$ cat src/rtl/tpc_pkg.sv
// Constants shared by the threshold persistence and configuration block.
// Assumes a 125 MHz core clock and 8-bit register accesses.
package tpc_pkg;

   // ****************************************************
   // Register map
   // ****************************************************
   localparam logic [7:0] TPC_INTERRUPT_PERSISTENCE_ADDR  = 8'h8c;
   localparam logic [7:0] TPC_GENERAL_CONFIG_ZERO_ADDR  = 8'h8d;
   localparam logic [7:0] TPC_INTERRUPT_PERSISTENCE_RST   = 8'h00;
   localparam logic [7:0] TPC_GENERAL_CONFIG_ZERO_RST   = 8'h00;
   localparam logic [7:0] TPC_GENERAL_CONFIG_ZERO_MASK  = 8'h27; // Reserved bits read zero
   localparam logic [7:0] TPC_READ_NONE  = 8'h00;

   // ****************************************************
   // Field positions
   // ****************************************************
   localparam int TPC_PROX_LSB    = 4;
   localparam int TPC_LIGHT_LSB   = 0;
   localparam int TPC_IDLE_BIT    = 5;
   localparam int TPC_STRETCH_BIT = 2;
   localparam int TPC_PAGE_LSB    = 0;
   localparam int TPC_CODE_W      = 4;
   localparam int TPC_PAGE_W      = 2;

   // Pattern memory page values
   localparam logic [1:0] TPC_PAGE_LOW   = 2'h0;
   localparam logic [1:0] TPC_PAGE_HIGH  = 2'h1;
   localparam logic [1:0] TPC_PAGE_WORDS = 2'h2;
   localparam logic [7:0] TPC_WORD_BASE  = 8'hb0;

   // ****************************************************
   // Persistence counters
   // ****************************************************
   localparam int              TPC_CNT_W      = 6;
   localparam logic [5:0]      TPC_CNT_MAX    = 6'h3f;
   localparam logic [3:0]      TPC_LIGHT_KNEE = 4'h3;
   localparam logic [5:0]      TPC_LIGHT_STEP = 6'h05;

   // ****************************************************
   // Wait timing
   // ****************************************************
   localparam int         TPC_CLK_PS        = 8000;
   localparam longint     TPC_WAIT_UNIT_PS  = 64'd2780000000; // Too large for a 32-bit int
   localparam longint     TPC_WAIT_LONG_PS  = 64'd33300000000;
   localparam int         TPC_WAIT_UNIT_CYC = int'(TPC_WAIT_UNIT_PS / TPC_CLK_PS);
   localparam int         TPC_WAIT_LONG_CYC = int'(TPC_WAIT_LONG_PS / TPC_CLK_PS);
   localparam int         TPC_UNIT_W        = 23;
   localparam logic [8:0] TPC_WAIT_BASE     = 9'h100;

   typedef enum logic {TPC_W_IDLE, TPC_W_RUN} tpc_wait_e;

   // Light code to sample count: linear to the knee, then steps of five
   function automatic logic [5:0] tpc_light_target(input logic [3:0] code);
      logic [5:0] diff;
      diff = {2'h0, code - TPC_LIGHT_KNEE};
      if (code <= TPC_LIGHT_KNEE)
         tpc_light_target = {2'h0, code};
      else
         tpc_light_target = 6'(diff * TPC_LIGHT_STEP);
   endfunction

endpackage

$ cat src/rtl/tpc_persist_filter.sv
// One persistence filter: counts consecutive out-of-window samples.
// Assumes sample_done is a one-cycle pulse on the core clock.
`timescale 1ns/1ns
module tpc_persist_filter
#(
   parameter int CNT_W = tpc_pkg::TPC_CNT_W
)
(
   input  wire logic             clk,
   input  wire logic             rst_n,
   input  wire logic             sample_done,
   input  wire logic [15:0]      result,
   input  wire logic [15:0]      low_limit,
   input  wire logic [15:0]      high_limit,
   input  wire logic [CNT_W-1:0] target,
   output logic                  out_of_range,
   output logic [CNT_W-1:0]      count_r,
   output logic                  irq_r
);
   import tpc_pkg::*;

   logic [CNT_W-1:0] count_nxt;
   logic [CNT_W-1:0] cnt_max;

   // ****************************************************
   // Window compare and counter update
   // ****************************************************
   assign cnt_max      = {CNT_W{1'b1}};
   assign out_of_range = (result < low_limit) || (result > high_limit);

   // Saturate so a long excursion never wraps back under the target
   always_comb
   begin
      if (!out_of_range)
         count_nxt = '0;
      else if (count_r == cnt_max)
         count_nxt = count_r;
      else
         count_nxt = count_r + 1'b1;
   end

   // Counter moves only on a completed measurement
   always_ff @(posedge clk or negedge rst_n)
   begin
      if (!rst_n)
         count_r <= '0;
      else if (sample_done)
         count_r <= count_nxt;
   end

   // Zero target fires every cycle; otherwise the run must reach it
   always_ff @(posedge clk or negedge rst_n)
   begin
      if (!rst_n)
         irq_r <= 1'b0;
      else
         irq_r <= sample_done &&
                  ((target == '0) ||
                   (out_of_range && count_nxt >= target));
   end

endmodule

$ cat src/rtl/tpc_config_regs.sv
// Persistence and general configuration registers with their filters,
// wait timer, idle power request and pattern page steering.
// Assumes an 8-bit register port from the serial host interface and
// measurement strobes from sensor logic on the same clock.
`timescale 1ns/1ns

// What this block does
// - Prox interrupt after count reaches persistence setting
// - In-window prox result clears prox counter
// - Prox setting zero: interrupt every cycle
// - Prox settings 1-15 need that many
// - Separate light counter, cleared inside window
// - Light code zero: interrupt every cycle
// - Light codes 1-3 direct, then 5x(code-3)
// - Idle bit: low power when all idle
// - Stretch bit makes wait twelve times longer
// - Page 0 lower, page 1 upper half
// - Page 2 reaches sixteen pattern words
// - Wait is unit times 256 minus count
// - Light pin needs enable and persistence met
module tpc_config_regs
import tpc_pkg::*;
#(
   parameter int WAIT_UNIT_CYC = tpc_pkg::TPC_WAIT_UNIT_CYC,
   parameter int WAIT_LONG_CYC = tpc_pkg::TPC_WAIT_LONG_CYC
)
(
   input  wire logic                   clk,
   input  wire logic                   rst_n,
   input  wire logic [7:0]             reg_addr,
   input  wire logic                   reg_wr,
   input  wire logic [7:0]             reg_wdata,
   input  wire logic                   reg_rd,
   output logic [7:0]                  reg_rdata_r,
   input  wire logic                   prox_done,
   input  wire logic [15:0]            prox_result,
   input  wire logic [15:0]            prox_low_limit,
   input  wire logic [15:0]            prox_high_limit,
   input  wire logic                   light_done,
   input  wire logic [15:0]            clear_channel_result,
   input  wire logic [15:0]            light_low_limit,
   input  wire logic [15:0]            light_high_limit,
   input  wire logic                   light_irq_enable,
   input  wire logic [7:0]             wait_period_count,
   input  wire logic                   wait_start,
   input  wire logic                   prox_busy,
   input  wire logic                   light_busy,
   input  wire logic [6:0]             pattern_offset,
   output logic                        prox_irq,
   output logic                        light_irq,
   output logic                        wait_active,
   output logic                        wait_done,
   output logic                        idle_power_saving,
   output logic [7:0]                  pattern_mem_addr,
   output logic                        pattern_word_access,
   output logic [TPC_CNT_W-1:0]        prox_count,
   output logic [TPC_CNT_W-1:0]        light_count
);
   import tpc_pkg::*;

   // ****************************************************
   // Registers
   // ****************************************************
   logic [7:0]            interrupt_persistence_r;
   logic [7:0]            general_config_zero_r;
   logic [3:0]            prox_persist_count;
   logic [3:0]            light_persist_code;
   logic                  idle_bit;
   logic                  wait_stretch;
   logic [TPC_PAGE_W-1:0] page_sel;
   logic [TPC_CNT_W-1:0]  prox_target;
   logic [TPC_CNT_W-1:0]  light_target;
   logic                  prox_out;
   logic                  light_out;
   logic                  light_met;

   assign prox_persist_count = interrupt_persistence_r[TPC_PROX_LSB +: TPC_CODE_W];
   assign light_persist_code = interrupt_persistence_r[TPC_LIGHT_LSB +: TPC_CODE_W];
   assign idle_bit           = general_config_zero_r[TPC_IDLE_BIT];
   assign wait_stretch       = general_config_zero_r[TPC_STRETCH_BIT];
   assign page_sel           = general_config_zero_r[TPC_PAGE_LSB +: TPC_PAGE_W];

   // Persistence register write
   always_ff @(posedge clk or negedge rst_n)
   begin
      if (!rst_n)
         interrupt_persistence_r <= TPC_INTERRUPT_PERSISTENCE_RST;
      else if (reg_wr && reg_addr == TPC_INTERRUPT_PERSISTENCE_ADDR)
         interrupt_persistence_r <= reg_wdata;
   end

   // Config register write; reserved bits never stored
   always_ff @(posedge clk or negedge rst_n)
   begin
      if (!rst_n)
         general_config_zero_r <= TPC_GENERAL_CONFIG_ZERO_RST;
      else if (reg_wr && reg_addr == TPC_GENERAL_CONFIG_ZERO_ADDR)
         general_config_zero_r <= reg_wdata & TPC_GENERAL_CONFIG_ZERO_MASK;
   end

   // Registered read; unmapped offsets answer zero
   always_ff @(posedge clk or negedge rst_n)
   begin
      if (!rst_n)
         reg_rdata_r <= TPC_READ_NONE;
      else if (reg_rd)
      begin
         case (reg_addr)
            TPC_INTERRUPT_PERSISTENCE_ADDR: reg_rdata_r <= interrupt_persistence_r;
            TPC_GENERAL_CONFIG_ZERO_ADDR: reg_rdata_r <= general_config_zero_r;
            default:       reg_rdata_r <= TPC_READ_NONE;
         endcase
      end
   end

   // ****************************************************
   // Persistence filters
   // ****************************************************
   assign prox_target  = {2'h0, prox_persist_count};
   assign light_target = tpc_light_target(light_persist_code);

   tpc_persist_filter #(.CNT_W(TPC_CNT_W)) u_prox_filter
   (
      .clk          (clk),
      .rst_n        (rst_n),
      .sample_done  (prox_done),
      .result       (prox_result),
      .low_limit    (prox_low_limit),
      .high_limit   (prox_high_limit),
      .target       (prox_target),
      .out_of_range (prox_out),
      .count_r      (prox_count),
      .irq_r        (prox_irq)
   );

   tpc_persist_filter #(.CNT_W(TPC_CNT_W)) u_light_filter
   (
      .clk          (clk),
      .rst_n        (rst_n),
      .sample_done  (light_done),
      .result       (clear_channel_result),
      .low_limit    (light_low_limit),
      .high_limit   (light_high_limit),
      .target       (light_target),
      .out_of_range (light_out),
      .count_r      (light_count),
      .irq_r        (light_met)
   );

   // Pin request only while software allows it
   assign light_irq = light_met && light_irq_enable;

   // ****************************************************
   // Wait timer
   // ****************************************************
   tpc_wait_e              wait_state_r;
   logic [TPC_UNIT_W-1:0]  unit_cnt_r;
   logic [8:0]             steps_r;
   logic                   long_r;
   logic [TPC_UNIT_W-1:0]  unit_last;
   logic                   unit_end;

   // Stretch is latched at start so a mid-wait write cannot split a unit
   assign unit_last = long_r ? TPC_UNIT_W'(WAIT_LONG_CYC - 1)
                             : TPC_UNIT_W'(WAIT_UNIT_CYC - 1);
   assign unit_end  = (unit_cnt_r == unit_last);

   // Wait state machine
   always_ff @(posedge clk or negedge rst_n)
   begin
      if (!rst_n)
      begin
         wait_state_r <= TPC_W_IDLE;
         unit_cnt_r   <= '0;
         steps_r      <= '0;
         long_r       <= 1'b0;
         wait_done    <= 1'b0;
      end
      else
      begin
         wait_done <= 1'b0;
         case (wait_state_r)
            TPC_W_IDLE:
            begin
               if (wait_start)
               begin
                  steps_r      <= TPC_WAIT_BASE - {1'b0, wait_period_count};
                  long_r       <= wait_stretch;
                  unit_cnt_r   <= '0;
                  wait_state_r <= TPC_W_RUN;
               end
            end
            TPC_W_RUN:
            begin
               if (unit_end)
               begin
                  unit_cnt_r <= '0;
                  steps_r    <= steps_r - 1'b1;
                  if (steps_r == 9'h001)
                  begin
                     wait_done    <= 1'b1;
                     wait_state_r <= TPC_W_IDLE;
                  end
               end
               else
                  unit_cnt_r <= unit_cnt_r + 1'b1;
            end
            default: wait_state_r <= TPC_W_IDLE;
         endcase
      end
   end

   assign wait_active = (wait_state_r == TPC_W_RUN);

   // ****************************************************
   // Idle power and pattern page
   // ****************************************************
   // Busy means enabled and not waiting; sensors report it directly
   assign idle_power_saving = idle_bit && !prox_busy && !light_busy;

   // Pages 0 and 1 pick a half; page 2 and up open the word window
   assign pattern_word_access = (page_sel >= TPC_PAGE_WORDS);
   assign pattern_mem_addr    = pattern_word_access
                                ? (TPC_WORD_BASE | {4'h0, pattern_offset[3:0]})
                                : {page_sel[0], pattern_offset};
endmodule

$ cat config.mk
export PLATFORM = sky130hd
export DESIGN_NAME = tpc_config_regs
export DESIGN_NICKNAME = d
export VERILOG_FILES = /design/src/rtl/tpc_pkg.sv /design/src/rtl/tpc_persist_filter.sv /design/src/rtl/tpc_config_regs.sv
export SDC_FILE = /design/constraint.sdc
export NUM_CORES = 1
export LEC_CHECK = 0
export BUFFER_PORTS_ARGS = -buffer_cell sky130_fd_sc_hd__buf_2
export CORE_MARGIN = 3
export CORE_UTILIZATION = 58
export DETAILED_ROUTE_END_ITERATION = 10
export GPL_ROUTABILITY_DRIVEN = 0
export PLACE_DENSITY = 0.87
export SYNTH_ARGS = -nofsm -noshare
export SYNTH_HDL_FRONTEND = slang
export SYNTH_HIERARCHICAL = 1
export SYNTH_SLANG_ARGS = --single-unit
export TNS_END_PERCENT = 10
$ cat constraint.sdc
create_clock -name clk -period 8.85 [get_ports clk]
set_input_delay 1.77 -clock clk [delete_from_list [all_inputs] [get_ports clk]]
set_output_delay 1.77 -clock clk [all_outputs]
set_load 0.02 [all_outputs]
==> After elaboration in Yosys (flattened, before gate mapping) <==
Cells that the tools add are included.
{ "op_classes": {"n_div": 0, "bitwise": 1, "shifts": 0, "reduce_logical": 19, "eq_ne": 8, "multipliers": 1, "order_cmp": 8, "muxes": 21, "n_addsub": 6} }
{ "op_table": {"columns": ["cell", "n"], "rows": [
  ["23-bit 2-to-1 mux", 2],
  ["23-bit case mux with 2 select lines", 1],
  ["16-bit greater-than comparator", 2],
  ["16-bit < comparator", 2],
  ["6-bit 2-to-1 mux", 5],
  ["23-bit by 1-bit adder with 23-bit output, second input constant", 1],
  ["23-bit by 22-bit == test with 1-bit output", 1],
  ["22-bit 2-to-1 mux", 1],
  ["9-bit 2-to-1 mux", 2],
  ["9-bit case mux with 2 select lines", 1],
  ["8-bit == test, second input constant", 2],
  ["8-bit case mux with 2 select lines", 1],
  ["6-bit by 1-bit adder with 6-bit output, second input constant", 2],
  ["6-bit == test, second input constant", 2],
  ["6-bit zero test", 2],
  ["9-bit by 1-bit == test with 1-bit output, second input constant", 1],
  ["1-bit logical AND", 9],
  ["9-bit by 1-bit subtractor with 9-bit output, second input constant", 1],
  ["9-bit by 8-bit subtractor with 9-bit output, first input constant", 1],
  ["8-bit 2-to-1 mux", 1],
  ["6-bit by 4-bit >= comparator with 1-bit output", 1],
  ["6-bit >= comparator", 1],
  ["4-bit by 3-bit multiplier with 6-bit output, second input constant", 1],
  ["1-bit 2-to-1 mux", 6],
  ["10 further kinds", 15]
]} }
{ "word_totals": {"word_cells": 76, "latch_bits": 0, "input_bits": 137, "ram_bits": 0, "romBits": 0, "ff_bits": 69, "out_inout_bits": 34, "mem_count": 0} }

==> Longest topological paths before layout <==
{ "logic_depth": {"depth_word": 7, "ltp_mapped": 16, "ltp_nobuf": 15} }

==> Modules after synthesis <==
The synthesis kept the hierarchy.
{ "by_module_without_submodules": {"columns": ["module", "instances", "seq_area_each_um2", "area_each_um2", "cells_per_inst"], "rows": [
  ["tpc_config_regs", 1, 1376.3, 3310.7, 362],
  ["tpc_persist_filter", 2, 175.2, 1422.6, 182]
]} }

==> Least setup slack after synthesis <==
Ideal clock, no wire load.
{ "synth_path": {"kind": "input to register", "start": "input light_high_limit[14]", "end": "register u_light_filter.irq_r", "slack_ns": 4.609, "n_path_buf": 1, "stages": 16, "required_time_ns": 8.729, "arrival_time_ns": 4.120, "cell_sequence": "inv_1 -> ha_1 -> a21oi_1 -> nand2_1 -> a221o_1 -> nor3_2 -> o22a_1 -> buf_6 -> nand2b_1 -> ha_1 -> nand2b_1 -> a21o_1 -> a211oi_1 -> o31ai_1 -> nand2_1 -> o21ai_1"} }
{ "synth_between": {"elab_chain_len": 7} }
{ "synth_rtl": {"columns": ["element", "line_no", "rtl"], "rows": [
  ["start, declared", "tpc_config_regs.sv:42", "input wire logic [15:0] light_high_limit,"],
  ["16-bit greater-than comparator *", "tpc_persist_filter.sv:29", "assign out_of_range = (result < low_limit) || (result > high_limit);"],
  ["1-bit logical OR *", "tpc_persist_filter.sv:29", null],
  ["6-bit 2-to-1 mux", "tpc_persist_filter.sv:34", "if (!out_of_range)"],
  ["6-bit >= comparator", "tpc_persist_filter.sv:59", "(out_of_range && count_nxt >= target));"],
  ["1-bit logical AND *", "tpc_persist_filter.sv:59", null],
  ["1-bit logical OR *", "tpc_persist_filter.sv:58", "((target == '0) ||"],
  ["1-bit logical AND *", "tpc_persist_filter.sv:57", "irq_r <= sample_done &&"],
  ["end signal, assigned", "tpc_persist_filter.sv:57", null],
  ["end, declared", "tpc_persist_filter.sv:18", "output logic irq_r"]
]} }
Mark *: on every way between the ends. The rest lies on a longest branch, timed or not.
A chain may end at the register's enable or synchronous reset.

==> Worst setup path after layout <==
{ "layout_path": {"start": "input prox_result[9]", "end": "register u_prox_filter.irq_r"} }
{ "layout_between": {"elab_chain_len": 7, "elab_cells_between_ends": 8} }
{ "layout_rtl": {"columns": ["element", "line_no", "rtl"], "rows": [
  ["start, declared", "tpc_config_regs.sv:36", "input wire logic [15:0] prox_result,"],
  ["16-bit < comparator / 16-bit greater-than comparator (equally long branches)", "tpc_persist_filter.sv:29", null],
  ["1-bit logical OR *", "tpc_persist_filter.sv:29", null],
  ["6-bit 2-to-1 mux", "tpc_persist_filter.sv:34", null],
  ["6-bit by 4-bit >= comparator with 1-bit output", "tpc_persist_filter.sv:59", null],
  ["1-bit logical AND *", "tpc_persist_filter.sv:59", null],
  ["1-bit logical OR *", "tpc_persist_filter.sv:58", null],
  ["1-bit logical AND *", "tpc_persist_filter.sv:57", null],
  ["end signal, assigned", "tpc_persist_filter.sv:57", null],
  ["end, declared", "tpc_persist_filter.sv:18", null]
]} }
Marked as above.

==> results by group <==
Place
  – PortBufs: 162
  – Post-DP Area: about 7000 sq um
  – HPWL Detailed: roughly 13 mm

Clock network
  – Root buffer cell: clkbuf_8
  – Cts hold-fix bufs: 0
  – Clock-pin slew on the worst setup and hold paths: ~0.080 ns
  – Postcts setup bufs: 0
  – Clk Latency, worst-skew pair: roughly 0.34 ns
  – CTS buffer count: 9
  – Htree depth: 3
  – # clock sinks: 69
  – Max Root-Sink Buffers: 2
  – Post-CTS resize count: 0
  – CTS tree: built

STA
  – Post-route minimum period: 4.51 ns
  – RSZ-0062 raised after global routing: false
  – Setup TNS: 0 ns
  – Final hold violations: 0
  – Slew Viols, Final: 0
  – Fmax: 0.222 GHz
  – Final Skew: 0.0108 ns
  – Least-Margin Pin Slew: 0.981 ns
  – Max_slew headroom: 34.6%
  – Worst hold slack: 0.528 ns
  – Setup-failing EPs final: 0
  – Crit share post-route: 50.9%

Yosys
  – Cell Area, Synth: 6150 sq um
  – Yosys warnings: 6
  – Post-Syn Area per Cell: 8.49 sq um
  – Mapped Cells: 724

Run status
  – Status: complete, no violations

Pwr
  – Worst IR drop on VDD: 0.000143 V
  – Power per cell area: about 160 nW/um^2
  – LEAKAGE: 3.69 nW

Setup path
  – RR Endpoint: u_light_filter/irq_r
  – R2r setup slk: 5.74 ns
  – Arrival @ worst endpoint: between 4 and 5 ns
  – Crit Path Max Fanout: 8
  – Critical path class: in -> reg
  – Worst setup endpoint: u_prox_filter/irq_r
  – Worst setup EP type: flop
  – Worst reg2reg path depth: 14
  – Worst path required time: 9.08 ns
  – Startpoint types: input port
  – FF-to-FF Start: interrupt_persistence_r[0]
  – Critical Path Source: prox_result[9]

Detailed routing
  – Initial DRC Count: between 500 and 600
  – Routed wire length: 16.6 mm
  – 1st-pass router iterations: 7
  – Final ANT Viol Nets: 0
  – DRC Markers: 0
  – Vias per cell: 6.00
  – Vias: 6,077
  – Mean routed wirelength per cell: 16.4 um

Floorplan
  – Die Y: 109 um
  – Row count: 36
  – Initial Utilization: 61.2%
  – Die width: 109 um
  – Die ar.: 11,900 sq um
  – IO Pins: around 170
  – Core ar.: around 10,000 sq um

GRT
  – Total grt overflow: 0
  – Number of global-route vias before repair: 5,861
  – Gr usage total: 27.4%
  – M3 GR Usage: 4.85%
  – GR Layer Usage met2: 48.6%
  – Largest net degree at the start of global routing: 70
  – GR Util met1: 33.7%
  – First-pass GRT wire length: 26.5 mm
  – Initial antenna violation count: 0
  – GRT Max-Usage Layer: met2

Layout
  – Area of the multi-input gates: slightly below 4000 sq um
  – Total Nets Final: ~1,100
  – Antenna Cells: 0
  – Filler instances: between 700 and 800
  – Layout cells sized above 1: 25.8%
  – Fin area: 7220 sq um
  – Area grow syn2layout: 17.4%
  – Sequential Area: about 1700 sq um

Run
  – Max cap viols: 0

Min path
  – Hold Path Class: reg -> reg
[worst min-delay path by stage]
stage	start	endpoint	slack (ns)	depth (start not counted)
after floorplan	general_config_zero_r[2]	long_r	0.48	2
after global placement	reg_rdata_r[2]	reg_rdata_r[2]	0.50	2
after detailed placement	reg_rdata_r[1]	reg_rdata_r[1]	0.52	2
after CTS	reg_rdata_r[7]	reg_rdata_r[7]	0.53	2
after global routing	reg_rdata_r[7]	reg_rdata_r[7]	0.57	2
final	reg_rdata_r[1]	reg_rdata_r[1]	0.53	2
[state kept, by name (all words and copies together) (netlist names)]
name,flops
reg_rdata_r,8
interrupt_persistence_r,8
u_prox_filter/count_r,6
u_light_filter/irq_r,1
long_r,1
wait_done,1
unit_cnt_r,23
u_light_filter/count_r,6
u_prox_filter/irq_r,1
general_config_zero_r,4
steps_r,9
wait_active,1
[power breakdown]
| group | switching [mW] | leakage (nW) | internal [mW] |
|---|---|---|---|
| combinational | 0.239 | 2.73 | 0.203 |
| sequential | 0.0851 | 0.864 | 0.372 |
| clock | 0.121 | 0.0923 | 0.130 |
[cells in the final DEF, fill, tap and decap left out, drive strengths merged, types with 4 or more instances in the layout]
cell type / n
or2: 7
nand3b: 5
a21oi: 46
a211oi: 7
xor2: 8
a22oi: 6
a21o: 11
clkbuf: 10
dfrtp: 69
o22ai: 4
inv: 95
nand2b: 11
or3: 9
ha: 84
nor2b: 8
clkinv: 4
conb: 4
nor3: 25
xnor2: 9
buf: 165
nand4: 25
a31oi: 16
and3: 10
nor4: 10
o31ai: 9
a221o: 6
nor3b: 6
and4: 4
o21ai: 23
or4: 9
mux2: 14
nand3: 36
mux2i: 5
nor2: 34
nand2: 44
[stage by stage]
stage	utilization (%)	cells	setup WS, ns	power, mW
after floorplan	-	727	4.61	0.749
after global placement	70.0	996	4.28	0.857
after detailed placement	70.0	996	4.09	0.892
after CTS	71.9	1012	4.43	1.15
after global routing	71.9	1012	4.28	1.23
final	71.9	1012	4.34	1.15
[metal layers]
metal / part of all wire (%) / vias to the layer above
li1: - / 2918
met1: 40 / 2890
met2: 52 / 227
met3: 5.7 / 42
met4: 2.5 / 0
met5: 0 / -
[critical path, cell delays in order]
cell and delay, ns:
buf_2 0.12, ha_1 0.31, nand4_1 0.21, nor2_1 0.09, a221o_1 0.34, nor3_2 0.22, o22a_1 0.37, nand2b_1 0.16
ha_1 0.22, nand2b_1 0.16, a21o_1 0.20, a211oi_1 0.25, o31ai_1 0.15, nand2_1 0.09, o21ai_1 0.05
[layout make-up]
class | count | area share, %
Clock inverter | 6 | 0.884
Timing Repair Buffer | 165 | 11.5
Sequential cell | 69 | 23.9
Tap cell | 133 | 2.31
Inverter | 96 | 4.99
Clock buffer | 10 | 1.77
Multi-Input combinational cell | 533 | 54.6
Note: power is estimated with default switching activity, not from simulation.
